===== config.mk =====
export PLATFORM = sky130hd
export DESIGN_NAME = lapblc_link_ctrl
export DESIGN_NICKNAME = d
export VERILOG_FILES = /design/src/include/lapblc_pkg.sv /design/src/rtl/lapblc_link_ctrl.sv /design/src/rtl/lapblc_desc_mem.sv
export SDC_FILE = /design/constraint.sdc
export NUM_CORES = 2
export LEC_CHECK = 0
export ABC_AREA = 1
export BUFFER_PORTS_ARGS = -buffer_cell sky130_fd_sc_hd__buf_2
export CELL_PAD_IN_SITES_DETAIL_PLACEMENT = 1
export CELL_PAD_IN_SITES_GLOBAL_PLACEMENT = 2
export CORE_AREA = 2 2 564 566
export CTS_BUF_LIST = sky130_fd_sc_hd__clkbuf_8 sky130_fd_sc_hd__clkbuf_16
export DETAILED_ROUTE_END_ITERATION = 12
export DIE_AREA = 0 0 566 568
export PLACE_DENSITY = 0.63
export SETUP_SLACK_MARGIN = 0.05
export SKIP_LAST_GASP = 1
export SLEW_MARGIN = 25
export SYNTH_ARGS = -nofsm -noshare
export SYNTH_HDL_FRONTEND = slang
export SYNTH_SLANG_ARGS = --single-unit

===== constraint.sdc =====
create_clock -name clk -period 7 [get_ports clk]
set_clock_uncertainty 0.05 [all_clocks]
set_input_delay 0.35 -clock clk [delete_from_list [all_inputs] [get_ports clk]]
set_output_delay 0.35 -clock clk [all_outputs]
set_load 0.01 [all_outputs]

===== src/include/lapblc_pkg.sv =====
// constants, register map and types for the link control block
package lapblc_pkg;

  // register byte offsets
  localparam logic [11:0] CTRL_OFS = 12'h000;
  localparam logic [11:0] TIMER_OFS = 12'h004;
  localparam logic [11:0] LIMIT_OFS = 12'h008;
  localparam logic [11:0] STAT_OFS = 12'h00C;

  // control register fields
  localparam int CTRL_INIT_LSB = 0;
  localparam int CTRL_WIDE = 2;
  localparam int CTRL_MUX = 3;
  localparam int CTRL_BOOT = 4;
  localparam int CTRL_EXTF = 5;
  localparam int CTRL_RESTART = 6;

  // timer register fields
  localparam int TIM_T1_LSB = 0;
  localparam int TIM_TRIES_LSB = 8;
  localparam int TIM_LWIN_LSB = 16;
  localparam int TIM_PWIN_LSB = 20;

  // limit register fields
  localparam int LIM_CALL_LSB = 0;
  localparam int LIM_ERR_LSB = 8;
  localparam int LIM_PROBE_LSB = 16;

  // status register fields
  localparam int STA_STATE_LSB = 0;
  localparam int STA_UP = 3;
  localparam int STA_OUT_LSB = 4;
  localparam int STA_RETRY_LSB = 12;
  localparam int STA_CRC_LSB = 20;

  // legal ranges
  localparam logic [7:0] T1_MIN = 8'h02;
  localparam logic [7:0] T1_MAX = 8'h50;
  localparam logic [7:0] TRIES_MIN = 8'h02;
  localparam logic [7:0] TRIES_MAX = 8'h32;
  localparam logic [7:0] WIN_MIN = 8'h01;
  localparam logic [7:0] WIN_MAX = 8'h07;
  localparam logic [7:0] CALL_MIN = 8'h02;
  localparam logic [7:0] CALL_MAX = 8'hC8;
  localparam logic [7:0] ERR_MIN = 8'h01;
  localparam logic [7:0] ERR_MAX = 8'hFA;
  localparam logic [7:0] PROBE_MAX = 8'h04;

  // values after reset
  localparam logic [1:0] INIT_RST = 2'h1;
  localparam logic [7:0] T1_RST = 8'h0A;
  localparam logic [7:0] TRIES_RST = 8'h0A;
  localparam logic [2:0] LWIN_RST = 3'h7;
  localparam logic [2:0] PWIN_RST = 3'h2;
  localparam logic [7:0] CALL_RST = 8'h1E;
  localparam logic [7:0] ERR_RST = 8'h0A;
  localparam logic [2:0] PROBE_RST = 3'h0;

  // timing
  localparam int CLK_MHZ = 250;
  localparam int TICK_MS = 10;
  localparam int TICK_CYCLES = TICK_MS * 1000 * CLK_MHZ;
  localparam int TICKS_PER_SEC = 1000 / TICK_MS;
  localparam int IDLE_SEC = 3;
  localparam logic [8:0] IDLE_TICKS = 9'(IDLE_SEC * TICKS_PER_SEC);

  // sequence masks
  localparam logic [6:0] NARROW_MASK = 7'h07;
  localparam logic [6:0] WIDE_MASK = 7'h7F;

  typedef enum logic [1:0] {
    INIT_SARM = 2'b00,
    INIT_SABM = 2'b01,
    INIT_DISC = 2'b10
  } lapblc_init_t;

  typedef enum logic [2:0] {
    FK_SARM = 3'b000,
    FK_SABM = 3'b001,
    FK_DISC = 3'b010,
    FK_INFO = 3'b011,
    FK_RR = 3'b100,
    FK_BOOT = 3'b101
  } lapblc_frame_t;

  typedef enum logic [2:0] {
    ST_DOWN = 3'b000,
    ST_INIT = 3'b001,
    ST_WAIT = 3'b010,
    ST_BOOT = 3'b011,
    ST_UP = 3'b100,
    ST_DISC = 3'b101
  } lapblc_state_t;

endpackage : lapblc_pkg


===== src/rtl/lapblc_link_ctrl.sv =====
// link level control: start-up, retransmission, window, probing, timeouts
// Function
// - restart unbalanced sends SARM start command
// - restart balanced sends SABM start command
// - restart disconnect sends DISC, link disconnected
// - retransmission interval 2..80 units of 10ms
// - retry limit 2..50 reached restarts link
// - outstanding frames never exceed link window
// - default packet window 1..7, reset 2
// - narrow numbering uses sequence 0..7
// - wide numbering uses sequence 0..127
// - per-link modulus select, narrow or wide
// - idle 3 seconds sends RR poll
// - call response timeout 2..200 seconds
// - CRC errors beyond threshold raise notification
// - multiplexed port with boot sends load sequence
// - extended facility option passes facility codes
//
// Decided for this implementation: the placing of the registers and the APB register port.
`timescale 1ns/1ps
`default_nettype none
module lapblc_link_ctrl #(
  parameter int unsigned TICK_CYCLES = lapblc_pkg::TICK_CYCLES
) (
  // clock and reset
  input wire logic clk,
  input wire logic arst_n,
  // apb slave
  input wire logic psel,
  input wire logic penable,
  input wire logic pwrite,
  input wire logic [11:0] paddr,
  input wire logic [31:0] pwdata,
  output logic [31:0] prdata,
  output logic pready,
  output logic pslverr,
  // frame transmit request
  output logic txValid,
  input wire logic txReady,
  output lapblc_pkg::lapblc_frame_t txKind,
  output logic txPoll,
  output logic [6:0] txNs,
  output logic [15:0] txDesc,
  // information frames from level 3
  input wire logic sendValid,
  input wire logic [15:0] sendDesc,
  output logic sendReady,
  // receiver events
  input wire logic rxAck,
  input wire logic [6:0] rxNr,
  input wire logic rxUa,
  input wire logic rxActivity,
  input wire logic crcErr,
  // channel connection timing
  input wire logic callStart,
  input wire logic callResp,
  output logic callTimeout,
  // status and configuration out
  output logic errNotify,
  output logic linkUp,
  output logic wideModulus,
  output logic extFacilityEn,
  output logic [2:0] packetWindowDefault
);

  typedef struct packed {
    logic [1:0] initSel;
    logic wide;
    logic mux;
    logic boot;
    logic extf;
    logic [7:0] t1;
    logic [7:0] tries;
    logic [2:0] lwin;
    logic [2:0] pwin;
    logic [7:0] callSec;
    logic [7:0] errThr;
    logic [2:0] probe;
    lapblc_pkg::lapblc_state_t st;
    logic [31:0] prdata;
    logic pready;
    logic pslverr;
    logic txValid;
    lapblc_pkg::lapblc_frame_t txKind;
    logic txPoll;
    logic [6:0] txNs;
    logic [15:0] txDesc;
    logic sendReady;
    logic [6:0] vs;
    logic [6:0] va;
    logic [7:0] retry;
    logic retxPend;
    logic [21:0] tick;
    logic [7:0] t1Cnt;
    logic [8:0] idleCnt;
    logic [14:0] callCnt;
    logic callRun;
    logic callTo;
    logic [7:0] crcCnt;
    logic errNote;
  } lapblc_regs_t;

  lapblc_regs_t q_r;
  lapblc_regs_t q_nxt;
  logic [15:0] memRd;
  logic memWr;

  function automatic logic [7:0] clampv(input logic [7:0] v, input logic [7:0] lo,
                                        input logic [7:0] hi);
    clampv = (v < lo) ? lo : ((v > hi) ? hi : v);
  endfunction : clampv

  lapblc_desc_mem u_mem (
    .clk(clk),
    .arst_n(arst_n),
    .wrEn(memWr),
    .wrAddr(q_r.vs),
    .wrData(sendDesc),
    .rdAddr(q_r.va),
    .rdData(memRd)
  );

  always_comb
  begin
    logic tickHit;
    logic setup;
    logic acc;
    logic restart;
    logic txFree;
    logic accept;
    logic t1Exp;
    logic [6:0] mask;
    logic [6:0] outst;
    logic [6:0] outNxt;
    logic [7:0] crcNew;
    tickHit = 1'b0;
    setup = 1'b0;
    acc = 1'b0;
    restart = 1'b0;
    txFree = 1'b0;
    accept = 1'b0;
    t1Exp = 1'b0;
    mask = 7'h00;
    outst = 7'h00;
    outNxt = 7'h00;
    crcNew = 8'h00;
    q_nxt = q_r;
    q_nxt.pready = 1'b0;
    q_nxt.pslverr = 1'b0;
    q_nxt.callTo = 1'b0;
    q_nxt.errNote = 1'b0;
    memWr = 1'b0;

    // 10 ms time base
    tickHit = (q_r.tick == 22'(TICK_CYCLES - 1));
    q_nxt.tick = tickHit ? 22'h000000 : q_r.tick + 22'h000001;

    mask = q_r.wide ? lapblc_pkg::WIDE_MASK : lapblc_pkg::NARROW_MASK;
    outst = (q_r.vs - q_r.va) & mask;

    // apb: answer in the access cycle after every setup
    setup = psel & ~penable;
    acc = psel & penable & q_r.pready;
    if (setup)
    begin
      q_nxt.pready = 1'b1;
      q_nxt.prdata = 32'h00000000;
      unique case (paddr)
        lapblc_pkg::CTRL_OFS:
        begin
          q_nxt.prdata[lapblc_pkg::CTRL_INIT_LSB +: 2] = q_r.initSel;
          q_nxt.prdata[lapblc_pkg::CTRL_WIDE] = q_r.wide;
          q_nxt.prdata[lapblc_pkg::CTRL_MUX] = q_r.mux;
          q_nxt.prdata[lapblc_pkg::CTRL_BOOT] = q_r.boot;
          q_nxt.prdata[lapblc_pkg::CTRL_EXTF] = q_r.extf;
        end
        lapblc_pkg::TIMER_OFS:
        begin
          q_nxt.prdata[lapblc_pkg::TIM_T1_LSB +: 8] = q_r.t1;
          q_nxt.prdata[lapblc_pkg::TIM_TRIES_LSB +: 8] = q_r.tries;
          q_nxt.prdata[lapblc_pkg::TIM_LWIN_LSB +: 3] = q_r.lwin;
          q_nxt.prdata[lapblc_pkg::TIM_PWIN_LSB +: 3] = q_r.pwin;
        end
        lapblc_pkg::LIMIT_OFS:
        begin
          q_nxt.prdata[lapblc_pkg::LIM_CALL_LSB +: 8] = q_r.callSec;
          q_nxt.prdata[lapblc_pkg::LIM_ERR_LSB +: 8] = q_r.errThr;
          q_nxt.prdata[lapblc_pkg::LIM_PROBE_LSB +: 3] = q_r.probe;
        end
        lapblc_pkg::STAT_OFS:
        begin
          q_nxt.prdata[lapblc_pkg::STA_STATE_LSB +: 3] = q_r.st;
          q_nxt.prdata[lapblc_pkg::STA_UP] = (q_r.st == lapblc_pkg::ST_UP);
          q_nxt.prdata[lapblc_pkg::STA_OUT_LSB +: 7] = outst;
          q_nxt.prdata[lapblc_pkg::STA_RETRY_LSB +: 8] = q_r.retry;
          q_nxt.prdata[lapblc_pkg::STA_CRC_LSB +: 8] = q_r.crcCnt;
        end
        default:
        begin
          q_nxt.pslverr = 1'b1;
        end
      endcase
    end
    if (acc & pwrite)
    begin
      unique case (paddr)
        lapblc_pkg::CTRL_OFS:
        begin
          q_nxt.initSel = pwdata[lapblc_pkg::CTRL_INIT_LSB +: 2];
          q_nxt.wide = pwdata[lapblc_pkg::CTRL_WIDE];
          q_nxt.mux = pwdata[lapblc_pkg::CTRL_MUX];
          q_nxt.boot = pwdata[lapblc_pkg::CTRL_BOOT];
          q_nxt.extf = pwdata[lapblc_pkg::CTRL_EXTF];
          restart = pwdata[lapblc_pkg::CTRL_RESTART];
        end
        lapblc_pkg::TIMER_OFS:
        begin
          q_nxt.t1 = clampv(pwdata[lapblc_pkg::TIM_T1_LSB +: 8], lapblc_pkg::T1_MIN,
                            lapblc_pkg::T1_MAX);
          q_nxt.tries = clampv(pwdata[lapblc_pkg::TIM_TRIES_LSB +: 8], lapblc_pkg::TRIES_MIN,
                               lapblc_pkg::TRIES_MAX);
          q_nxt.lwin = 3'(clampv({5'h00, pwdata[lapblc_pkg::TIM_LWIN_LSB +: 3]},
                                 lapblc_pkg::WIN_MIN, lapblc_pkg::WIN_MAX));
          q_nxt.pwin = 3'(clampv({5'h00, pwdata[lapblc_pkg::TIM_PWIN_LSB +: 3]},
                                 lapblc_pkg::WIN_MIN, lapblc_pkg::WIN_MAX));
        end
        lapblc_pkg::LIMIT_OFS:
        begin
          q_nxt.callSec = clampv(pwdata[lapblc_pkg::LIM_CALL_LSB +: 8], lapblc_pkg::CALL_MIN,
                                 lapblc_pkg::CALL_MAX);
          q_nxt.errThr = clampv(pwdata[lapblc_pkg::LIM_ERR_LSB +: 8], lapblc_pkg::ERR_MIN,
                                lapblc_pkg::ERR_MAX);
          q_nxt.probe = 3'(clampv({5'h00, pwdata[lapblc_pkg::LIM_PROBE_LSB +: 3]}, 8'h00,
                                  lapblc_pkg::PROBE_MAX));
        end
        default:
        begin
        end
      endcase
    end

    // transmit handshake
    if (q_r.txValid & txReady)
    begin
      q_nxt.txValid = 1'b0;
    end
    txFree = ~q_r.txValid;

    // retransmission timer, runs while an answer is awaited
    if ((q_r.st == lapblc_pkg::ST_WAIT) ||
        ((q_r.st == lapblc_pkg::ST_UP) && (outst != 7'h00)))
    begin
      if (tickHit)
      begin
        q_nxt.t1Cnt = q_r.t1Cnt + 8'h01;
        t1Exp = (q_r.t1Cnt + 8'h01 >= q_r.t1);
        if (t1Exp)
        begin
          q_nxt.t1Cnt = 8'h00;
        end
      end
    end
    else
    begin
      q_nxt.t1Cnt = 8'h00;
    end

    // idle counter
    if (rxActivity)
    begin
      q_nxt.idleCnt = 9'h000;
    end
    else if (tickHit && (q_r.idleCnt != lapblc_pkg::IDLE_TICKS))
    begin
      q_nxt.idleCnt = q_r.idleCnt + 9'h001;
    end

    // crc error counting and notification
    if (crcErr)
    begin
      crcNew = (q_r.crcCnt == 8'hFF) ? 8'hFF : q_r.crcCnt + 8'h01;
      q_nxt.crcCnt = crcNew;
      q_nxt.errNote = (crcNew > q_r.errThr);
    end

    // channel response timeout
    if (callStart)
    begin
      q_nxt.callRun = 1'b1;
      q_nxt.callCnt = 15'h0000;
    end
    else if (callResp)
    begin
      q_nxt.callRun = 1'b0;
    end
    else if (q_r.callRun && tickHit)
    begin
      q_nxt.callCnt = q_r.callCnt + 15'h0001;
      if (q_r.callCnt + 15'h0001 >= 15'(q_r.callSec) * 15'(lapblc_pkg::TICKS_PER_SEC))
      begin
        q_nxt.callTo = 1'b1;
        q_nxt.callRun = 1'b0;
      end
    end

    // link state machine
    unique case (q_r.st)
      lapblc_pkg::ST_DOWN, lapblc_pkg::ST_DISC:
      begin
      end
      lapblc_pkg::ST_INIT:
      begin
        if (txFree)
        begin
          q_nxt.txValid = 1'b1;
          q_nxt.txPoll = 1'b1;
          q_nxt.txNs = 7'h00;
          q_nxt.txDesc = 16'h0000;
          q_nxt.t1Cnt = 8'h00;
          if (q_r.initSel == lapblc_pkg::INIT_SARM)
          begin
            q_nxt.txKind = lapblc_pkg::FK_SARM;
            q_nxt.st = lapblc_pkg::ST_WAIT;
          end
          else if (q_r.initSel == lapblc_pkg::INIT_DISC)
          begin
            q_nxt.txKind = lapblc_pkg::FK_DISC;
            q_nxt.st = lapblc_pkg::ST_DISC;
          end
          else
          begin
            q_nxt.txKind = lapblc_pkg::FK_SABM;
            q_nxt.st = lapblc_pkg::ST_WAIT;
          end
        end
      end
      lapblc_pkg::ST_WAIT:
      begin
        if (rxUa)
        begin
          q_nxt.retry = 8'h00;
          q_nxt.st = (q_r.mux & q_r.boot) ? lapblc_pkg::ST_BOOT : lapblc_pkg::ST_UP;
        end
        else if (t1Exp)
        begin
          q_nxt.retry = (q_r.retry + 8'h01 >= q_r.tries) ? 8'h00 : q_r.retry + 8'h01;
          q_nxt.st = lapblc_pkg::ST_INIT;
        end
      end
      lapblc_pkg::ST_BOOT:
      begin
        if (txFree)
        begin
          q_nxt.txValid = 1'b1;
          q_nxt.txKind = lapblc_pkg::FK_BOOT;
          q_nxt.txPoll = 1'b0;
          q_nxt.st = lapblc_pkg::ST_UP;
        end
      end
      lapblc_pkg::ST_UP:
      begin
        if (t1Exp)
        begin
          q_nxt.retxPend = 1'b1;
        end
        if (rxAck && (rxNr & mask) != q_r.va && (((rxNr - q_r.va) & mask) <= outst))
        begin
          q_nxt.va = rxNr & mask;
          q_nxt.retry = 8'h00;
          q_nxt.t1Cnt = 8'h00;
          q_nxt.retxPend = 1'b0;
        end
        accept = q_r.sendReady & sendValid;
        if (accept)
        begin
          memWr = 1'b1;
          q_nxt.txValid = 1'b1;
          q_nxt.txKind = lapblc_pkg::FK_INFO;
          q_nxt.txPoll = 1'b0;
          q_nxt.txNs = q_r.vs;
          q_nxt.txDesc = sendDesc;
          q_nxt.vs = (q_r.vs + 7'h01) & mask;
          q_nxt.idleCnt = 9'h000;
        end
        else if (q_r.retxPend && txFree)
        begin
          q_nxt.retxPend = 1'b0;
          if (q_r.retry >= q_r.tries)
          begin
            restart = 1'b1;
          end
          else
          begin
            q_nxt.txValid = 1'b1;
            q_nxt.txKind = lapblc_pkg::FK_INFO;
            q_nxt.txPoll = 1'b1;
            q_nxt.txNs = q_r.va;
            q_nxt.txDesc = memRd;
            q_nxt.retry = q_r.retry + 8'h01;
            q_nxt.idleCnt = 9'h000;
          end
        end
        else if (txFree && (q_r.probe != 3'h0) && (q_r.idleCnt == lapblc_pkg::IDLE_TICKS))
        begin
          q_nxt.txValid = 1'b1;
          q_nxt.txKind = lapblc_pkg::FK_RR;
          q_nxt.txPoll = 1'b1;
          q_nxt.txNs = 7'h00;
          q_nxt.idleCnt = 9'h000;
        end
      end
      default:
      begin
        q_nxt.st = lapblc_pkg::ST_DOWN;
      end
    endcase

    // restart by software or by link failure
    if (restart)
    begin
      q_nxt.st = lapblc_pkg::ST_INIT;
      q_nxt.vs = 7'h00;
      q_nxt.va = 7'h00;
      q_nxt.retry = 8'h00;
      q_nxt.t1Cnt = 8'h00;
      q_nxt.retxPend = 1'b0;
    end

    outNxt = (q_nxt.vs - q_nxt.va) & mask;
    q_nxt.sendReady = (q_nxt.st == lapblc_pkg::ST_UP) && ~q_nxt.txValid &&
                      (outNxt < {4'h0, q_r.lwin}) && ~accept;
  end

  always_ff @(posedge clk or negedge arst_n)
  begin
    if (!arst_n)
    begin
      q_r <= '0;
      q_r.initSel <= lapblc_pkg::INIT_RST;
      q_r.t1 <= lapblc_pkg::T1_RST;
      q_r.tries <= lapblc_pkg::TRIES_RST;
      q_r.lwin <= lapblc_pkg::LWIN_RST;
      q_r.pwin <= lapblc_pkg::PWIN_RST;
      q_r.callSec <= lapblc_pkg::CALL_RST;
      q_r.errThr <= lapblc_pkg::ERR_RST;
      q_r.probe <= lapblc_pkg::PROBE_RST;
      q_r.st <= lapblc_pkg::ST_DOWN;
      q_r.txKind <= lapblc_pkg::FK_SARM;
    end
    else
    begin
      q_r <= q_nxt;
    end
  end

  // outputs straight from the state register
  assign prdata = q_r.prdata;
  assign pready = q_r.pready;
  assign pslverr = q_r.pslverr;
  assign txValid = q_r.txValid;
  assign txKind = q_r.txKind;
  assign txPoll = q_r.txPoll;
  assign txNs = q_r.txNs;
  assign txDesc = q_r.txDesc;
  assign sendReady = q_r.sendReady;
  assign callTimeout = q_r.callTo;
  assign errNotify = q_r.errNote;
  assign linkUp = (q_r.st == lapblc_pkg::ST_UP);
  assign wideModulus = q_r.wide;
  assign extFacilityEn = q_r.extf;
  assign packetWindowDefault = q_r.pwin;

endmodule : lapblc_link_ctrl
`default_nettype wire


===== src/rtl/lapblc_desc_mem.sv =====
// descriptor store for frames awaiting acknowledgement
`timescale 1ns/1ps
`default_nettype none
module lapblc_desc_mem (
  // clock and reset
  input wire logic clk,
  input wire logic arst_n,
  // write side
  input wire logic wrEn,
  input wire logic [6:0] wrAddr,
  input wire logic [15:0] wrData,
  // read side
  input wire logic [6:0] rdAddr,
  output logic [15:0] rdData
);
  logic [15:0] mem [0:127];

  always_ff @(posedge clk)
  begin
    if (wrEn)
    begin
      mem[wrAddr] <= wrData;
    end
  end

  always_ff @(posedge clk or negedge arst_n)
  begin
    if (!arst_n)
    begin
      rdData <= 16'h0000;
    end
    else
    begin
      rdData <= mem[rdAddr];
    end
  end
endmodule : lapblc_desc_mem
`default_nettype wire


# Word-level counts from Yosys, hierarchy flattened
# Memories as Yosys holds them, arrays and structs flattened. A register that Yosys moved wholly into a read port is not among the register bits.
# Index checks and enable logic that the tools add are counted.
[totals] n_memories=1 latchBits=0 input_bits=80 romBits=0 out_inout_bits=71 wordCells=230 register_bits=197 mem_bits_rw=2048
[classes] n_mul=1 n_shift=0 order_cmp=17 n_addsub=10 n_eq_ne=23 n_mux=92 n_reduce_logical=36 div_mod_pow=0 n_bitwise=16
[mem_list] memory="u_mem.mem" depth=128 word_bits=16 rd=1 rd_ports_with_merged_regs=1 write_ports=1 line="lapblc_desc_mem.sv:16" rtl="logic [15:0] mem [0:127];"
[op_table] operator="2-to-1 mux 8 bit" n=19
[op_table] operator="2-to-1 mux 28 bit" n=3
[op_table] operator="2-to-1 mux 9 bit" n=9
[op_table] operator="2-to-1 mux 16 bit" n=3
[op_table] operator="one-hot mux 23 bit (2 select lines)" n=1
[op_table] operator="bitwise AND 7 bit" n=5
[op_table] operator="2-to-1 mux 3 bit" n=11
[op_table] operator="one-hot mux 8 bit (2 select lines)" n=2
[op_table] operator="one-hot mux 5 bit (3 select lines)" n=2
[op_table] operator="adder 8 x 1 -> 8 bit (second input constant)" n=3
[op_table] operator="equality test 12 x 4 -> 1 bit (second input constant)" n=2
[op_table] operator=">= comparator 8 bit" n=3
[op_table] operator="2-to-1 mux 12 bit" n=2
[op_table] operator="one-hot mux 6 bit (4 select lines)" n=1
[op_table] operator="2-to-1 mux 23 bit" n=1
[op_table] operator="adder 22 x 1 -> 22 bit (second input constant)" n=1
[op_table] operator="equality test 22 bit (second input constant)" n=1
[op_table] operator="2-to-1 mux 1 bit" n=22
[op_table] operator="2-to-1 mux 22 bit" n=1
[op_table] operator="one-hot mux 7 bit (3 select lines)" n=1
[op_table] operator="subtractor 7 bit" n=3
[op_table] operator="2-to-1 mux 17 bit" n=1
[op_table] operator="greater-than comparator 8 bit (second input constant)" n=2
[op_table] operator="less-than comparator 8 x 2 -> 1 bit (second input constant)" n=2
[op_table] operator="52 further kinds" n=94

# Logic depth before layout (Yosys ltp)
[depth] word_depth=18 ltp_mapped=38 ltp_nobuf=34

# Cells and area by module
# From an unflattened synthesis, not the netlist that was laid out.
[hier_totals] hier_cells=8502 hier_area_um2=96034.6
[by_module_without_submodules] mod="lapblc_desc_mem" seq_area_each_um2=61899.4 area_each_um2=82800.7 cells_each=6794 instances=1
[by_module_without_submodules] mod="lapblc_link_ctrl" seq_area_each_um2=4948.5 area_each_um2=13233.9 cells_each=1708 instances=1

# Least setup slack after synthesis
# Ideal clock, no wire load.
[synth_path] path_type="register to register" startpoint="register q_r[77] (netlist name)" endpoint="register q_r, in the netlist sendReady" stages_incl_launch_ff=35 path_slack_ps=1854 t_required_ps=6878 setup_time_ps=72 period_less_slack_ps=5146 arrival_time_ps=5024 path_buffers=4 cell_sequence="dfrtp_1 > buf_2 > inv_1 > clkbuf_1 > clkbuf_1 > ha_1 > nand2_1 > nor2_1 > a211oi_1 > nor2_1 > nor2_1 > inv_1 > a21oi_1 > o21ai_0 > a21oi_1 > ha_1 > a21o_1 > nor2_1 > nand2_1 > nand2_1 > nand4_1 > clkbuf_1 > inv_1 > nand2_1 > a21oi_1 > ha_1 > inv_1 > fa_1 > ha_1 > a21boi_0 > o21ai_0 > nand3_1 > nor2_1 > nand4_1 > nor2_1"
[synth_lines] item="from (decl)" line="lapblc_link_ctrl.sv:103" rtl="lapblc_regs_t q_r;"
[synth_lines] item="from (signal assigned)" line="lapblc_link_ctrl.sv:452" rtl="q_r <= q_nxt;"

==> impl_metrics.toml <==
[floorplan]
start_util = 0.2982
rows = 207
fp.dieH_um = 568
ios = 151
die_area_mm2 = 0.3215
die_w_um = 566
fp.coreArea_mm2 = 0.3162

[detailed_routing]
drc = 0
vias = 64234
wl_met3_um = 15790
via_per_inst = 5.157
drt_first_pass_iters = 5
antenna_left = 0
m1WireLength_um = 142300
wl_per_cell_um = 25.08
wirelength_um = 312300
top_layer_used = "met4"
drt_iter0_drc = 5184
wl_met2_um = 144900

[timing]
slew_violations = 0
max_clock_freq_ghz = 0.1769
period_share = 0.8076
setup_tns_ns = 0
max-slew-margin-rel = 0.2893
rsz0062_at_grt = "no"
hold_viol = 0
worst_pin_slew_ns = 1.066
finalCriticalPeriod_ns = 5.653
setup_viol = 0

[clocking]
clk_latency_ns = 0.87
clock_sinks = 2261
path_clk_slew_ns = 0.06
cts_hold_repair.buffers = 67
cts_buffers = 264
postCtsSetupBuffers = 0
tritoncts = "done"
clockBufferDepth = 4
clock-root-buffer = "clkbuf_16"
cts_resized = 0
h-tree-depth = 5

[worst_setup_path]
critPathSlowestCell = "dfrtp_4"
crit_path_frequent_cell = "nand2_1"
crit_buf_inv = 4
slowest_delay_ns = 0.79
cp.arrival_ns = 6.40
regToRegStartpoint = "q_r[75]$_DFF_PN0_"
r2r_slack_ns = 1.35
critical_path_depth = 30
rr_endpoint = "sendReady$_DFF_PN0_"
cp-start-kind = "flop"
worst-endpoint-required_ns = 7.75
worst-path-max-fanout = 37
r2r_cells = 30
cpLargestDelayFamily = "adder cells"
endpoint_kind = "flop"
worstSetupPathType = "reg -> reg"

[layout]
multi_input_area_mm2 = 0.02382
postLayoutCoreUtil = 0.3430
syn_to_final_growth_pct = 15.03
nNetsFinal = 8267
drive_gt1_frac = 0.09274
ff_latch_area_mm2 = 0.06686
fill_cells = 34018

[synthesis]
synth_seq_cells = 2261
syn_inst = 7943
synth_top_family_by_area = "simple AND/OR/NAND/NOR gates"
yosys.area_share.simple = 0.1192
synthAdderAreaFrac = 0.01574
synth_compound_area_frac = 0.1118
yosys-top-cells-area = "edfxtp_1, o21ai_0, nor2_1, dfrtp_1, o22ai_1"
ys.warnings.count = 0
yosysTopAreaCell = "edfxtp_1"
synth-xor-area-share = 0.004366
synthesis.area_mm2 = 0.09429
synthMuxAreaShare = 0.0001194
avgSynthCellArea_um2 = 11.87
synth_top_area_share = 0.6522
synth.yosys.seq_area_share = 0.7089
synth_cell_types = 60

[status]
status = "finished clean"

[grt]
first_global_vias = 66364
grt_pass1_wl_um = 454500
grt_max_degree = 165
grt.overflow.total = 0
grtUsageTotal = 0.1890
antenna_found_initial = 15

[job]
drv_cap = 0

[hold_path]
hold_class = "in -> reg"
min_path_cells = 6
min_to = "q_r[192]$_DFFE_PN0P_"
hold_start = "paddr[8]"

[place]
place.port_buffers = 136
routabilityCongestion = 0.8001
hpwl_um = 178500

[power_and_ir_drop]
leakagePower_nw = 37.89
cellPowerDensity_mw_per_mm2 = 271.1
irDropWorstVdd_v = 0.0001862
totalPowerFinal_mw = 29.41
==> registers in the layout, summed over array words and instances (netlist names) <==
name / cells
q_r: 131
callTimeout: 1
prdata: 28
txValid: 1
extFacilityEn: 1
u_mem.mem: 2048
txPoll: 1
wideModulus: 1
packetWindowDefault: 3
pready: 1
pslverr: 1
txDesc: 16
txKind: 3
txNs: 7
u_mem.rdData: 16
errNotify: 1
sendReady: 1
==> synth_stat cells, drive strengths merged <==
cell type / number
a2111oi: 5
a211oi: 9
a21boi: 2
a21o: 4
a21oi: 153
a221oi: 2
a22o: 1
a22oi: 5
a31oi: 24
a32o: 1
and3: 2
buf: 248
clkbuf: 304
clkinv: 6
conb: 1
dfrtp: 198
dfstp: 15
edfxtp: 2048
fa: 6
ha: 109
inv: 277
mux2: 1
nand2: 838
nand3: 478
nand3b: 4
nand4: 26
nor2: 1330
nor3: 66
nor3b: 2
nor4: 8
o211ai: 3
o21a: 6
o21ai: 1138
o21bai: 3
o221a: 1
o221ai: 4
o22ai: 557
o311a: 1
o311ai: 2
o31ai: 6
or2: 2
xnor2: 7
xor2: 40
==> routing by layer <==
metal | global-route usage | up-vias
li1 | - | 28974
met1 | 0.2611 | 33335
met2 | 0.3067 | 1470
met3 | 0.02731 | 455
met4 | 0.05765 | 0
met5 | 0 | -
==> kinds of logic (layout without fill, tap and decap cells) <==
kind of cell / after synthesis / in the layout
flops: 2261 / 2261
fa+ha+maj: 115 / 115
mux: 1 / 1
compound gates: 1927 / 1927
other cells: 1 / 9
xor+xnor: 47 / 47
simple gates: 2756 / 2756
buf+inv: 835 / 1159
==> through the flow <==
step	worst slack [ns]	cell area, µm²	hold WS [ns]	std cells
global placement	1.336	99560	0.2863	11919
global route	0.7144	108500	0.05984	12451
floorplan	1.854	94310	0.004409	7946
detailed placement	1.387	99600	0.2966	11919
CTS	1.335	108400	0.01821	12450
finish	1.347	108500	0.07346	12455
==> worst register-to-register path, delay by kind of cell, from the launching register on <==
family	cells	cell delay [ns]
and+or+nand+nor	13	1.44
adders and majority gates	5	1.53
DFF	1	0.79
buffers and inverters	4	0.58
AOI/OAI and AO/OA	8	1.21
==> power breakdown <==
group	switching [mW]	total, mW	internal, mW
Combinational	1.07	1.42	0.345
Clock	5.68	13.2	7.49
Sequential	0.0481	14.8	14.8
==> how the worst max path moves through the flow <==
stage	startpoint	endpoint	slack [ns]
3_5_place_dp	q_r[75]$_DFF_PN0_	sendReady$_DFF_PN0_	1.39
5_1_grt	q_r[75]$_DFF_PN0_	sendReady$_DFF_PN0_	0.71
2_1_floorplan	q_r[77]$_DFF_PN0_	sendReady$_DFF_PN0_	1.85
6_report	q_r[75]$_DFF_PN0_	sendReady$_DFF_PN0_	1.35
4_1_cts	q_r[75]$_DFF_PN0_	sendReady$_DFF_PN0_	1.34
3_3_place_gp	q_r[75]$_DFF_PN0_	sendReady$_DFF_PN0_	1.34
==> layout by cell type (no fill, tap or decap), types with 15 or more instances in the layout <==
master	count
nand2_1	829
o22ai_1	557
clkbuf_16	269
dlygate4sd3_1	66
buf_6	16
buf_12	19
dfstp_2	15
o21ai_0	1130
nor2_1	1309
edfxtp_1	2048
clkinv_2	32
nand4_1	25
inv_1	324
dfrtp_1	193
a31oi_1	24
clkinv_1	68
buf_2	119
nand3_1	471
a21oi_1	152
ha_1	109
buf_4	190
nor3_1	62
xor2_1	40
nor2_4	15
==> final cells by class <==
| class | count | share of cell area |
|---|---|---|
| tap | 4180 | 0.04822 |
| inverter | 283 | 0.01020 |
| clock buffer | 274 | 0.06270 |
| timing repair buffer | 412 | 0.03029 |
| clock inverter | 190 | 0.01237 |
| sequential | 2261 | 0.6165 |
| multi-input combinational | 4850 | 0.2196 |
| antenna | 5 | 0.0001154 |
(Power assumes the default switching activity.)
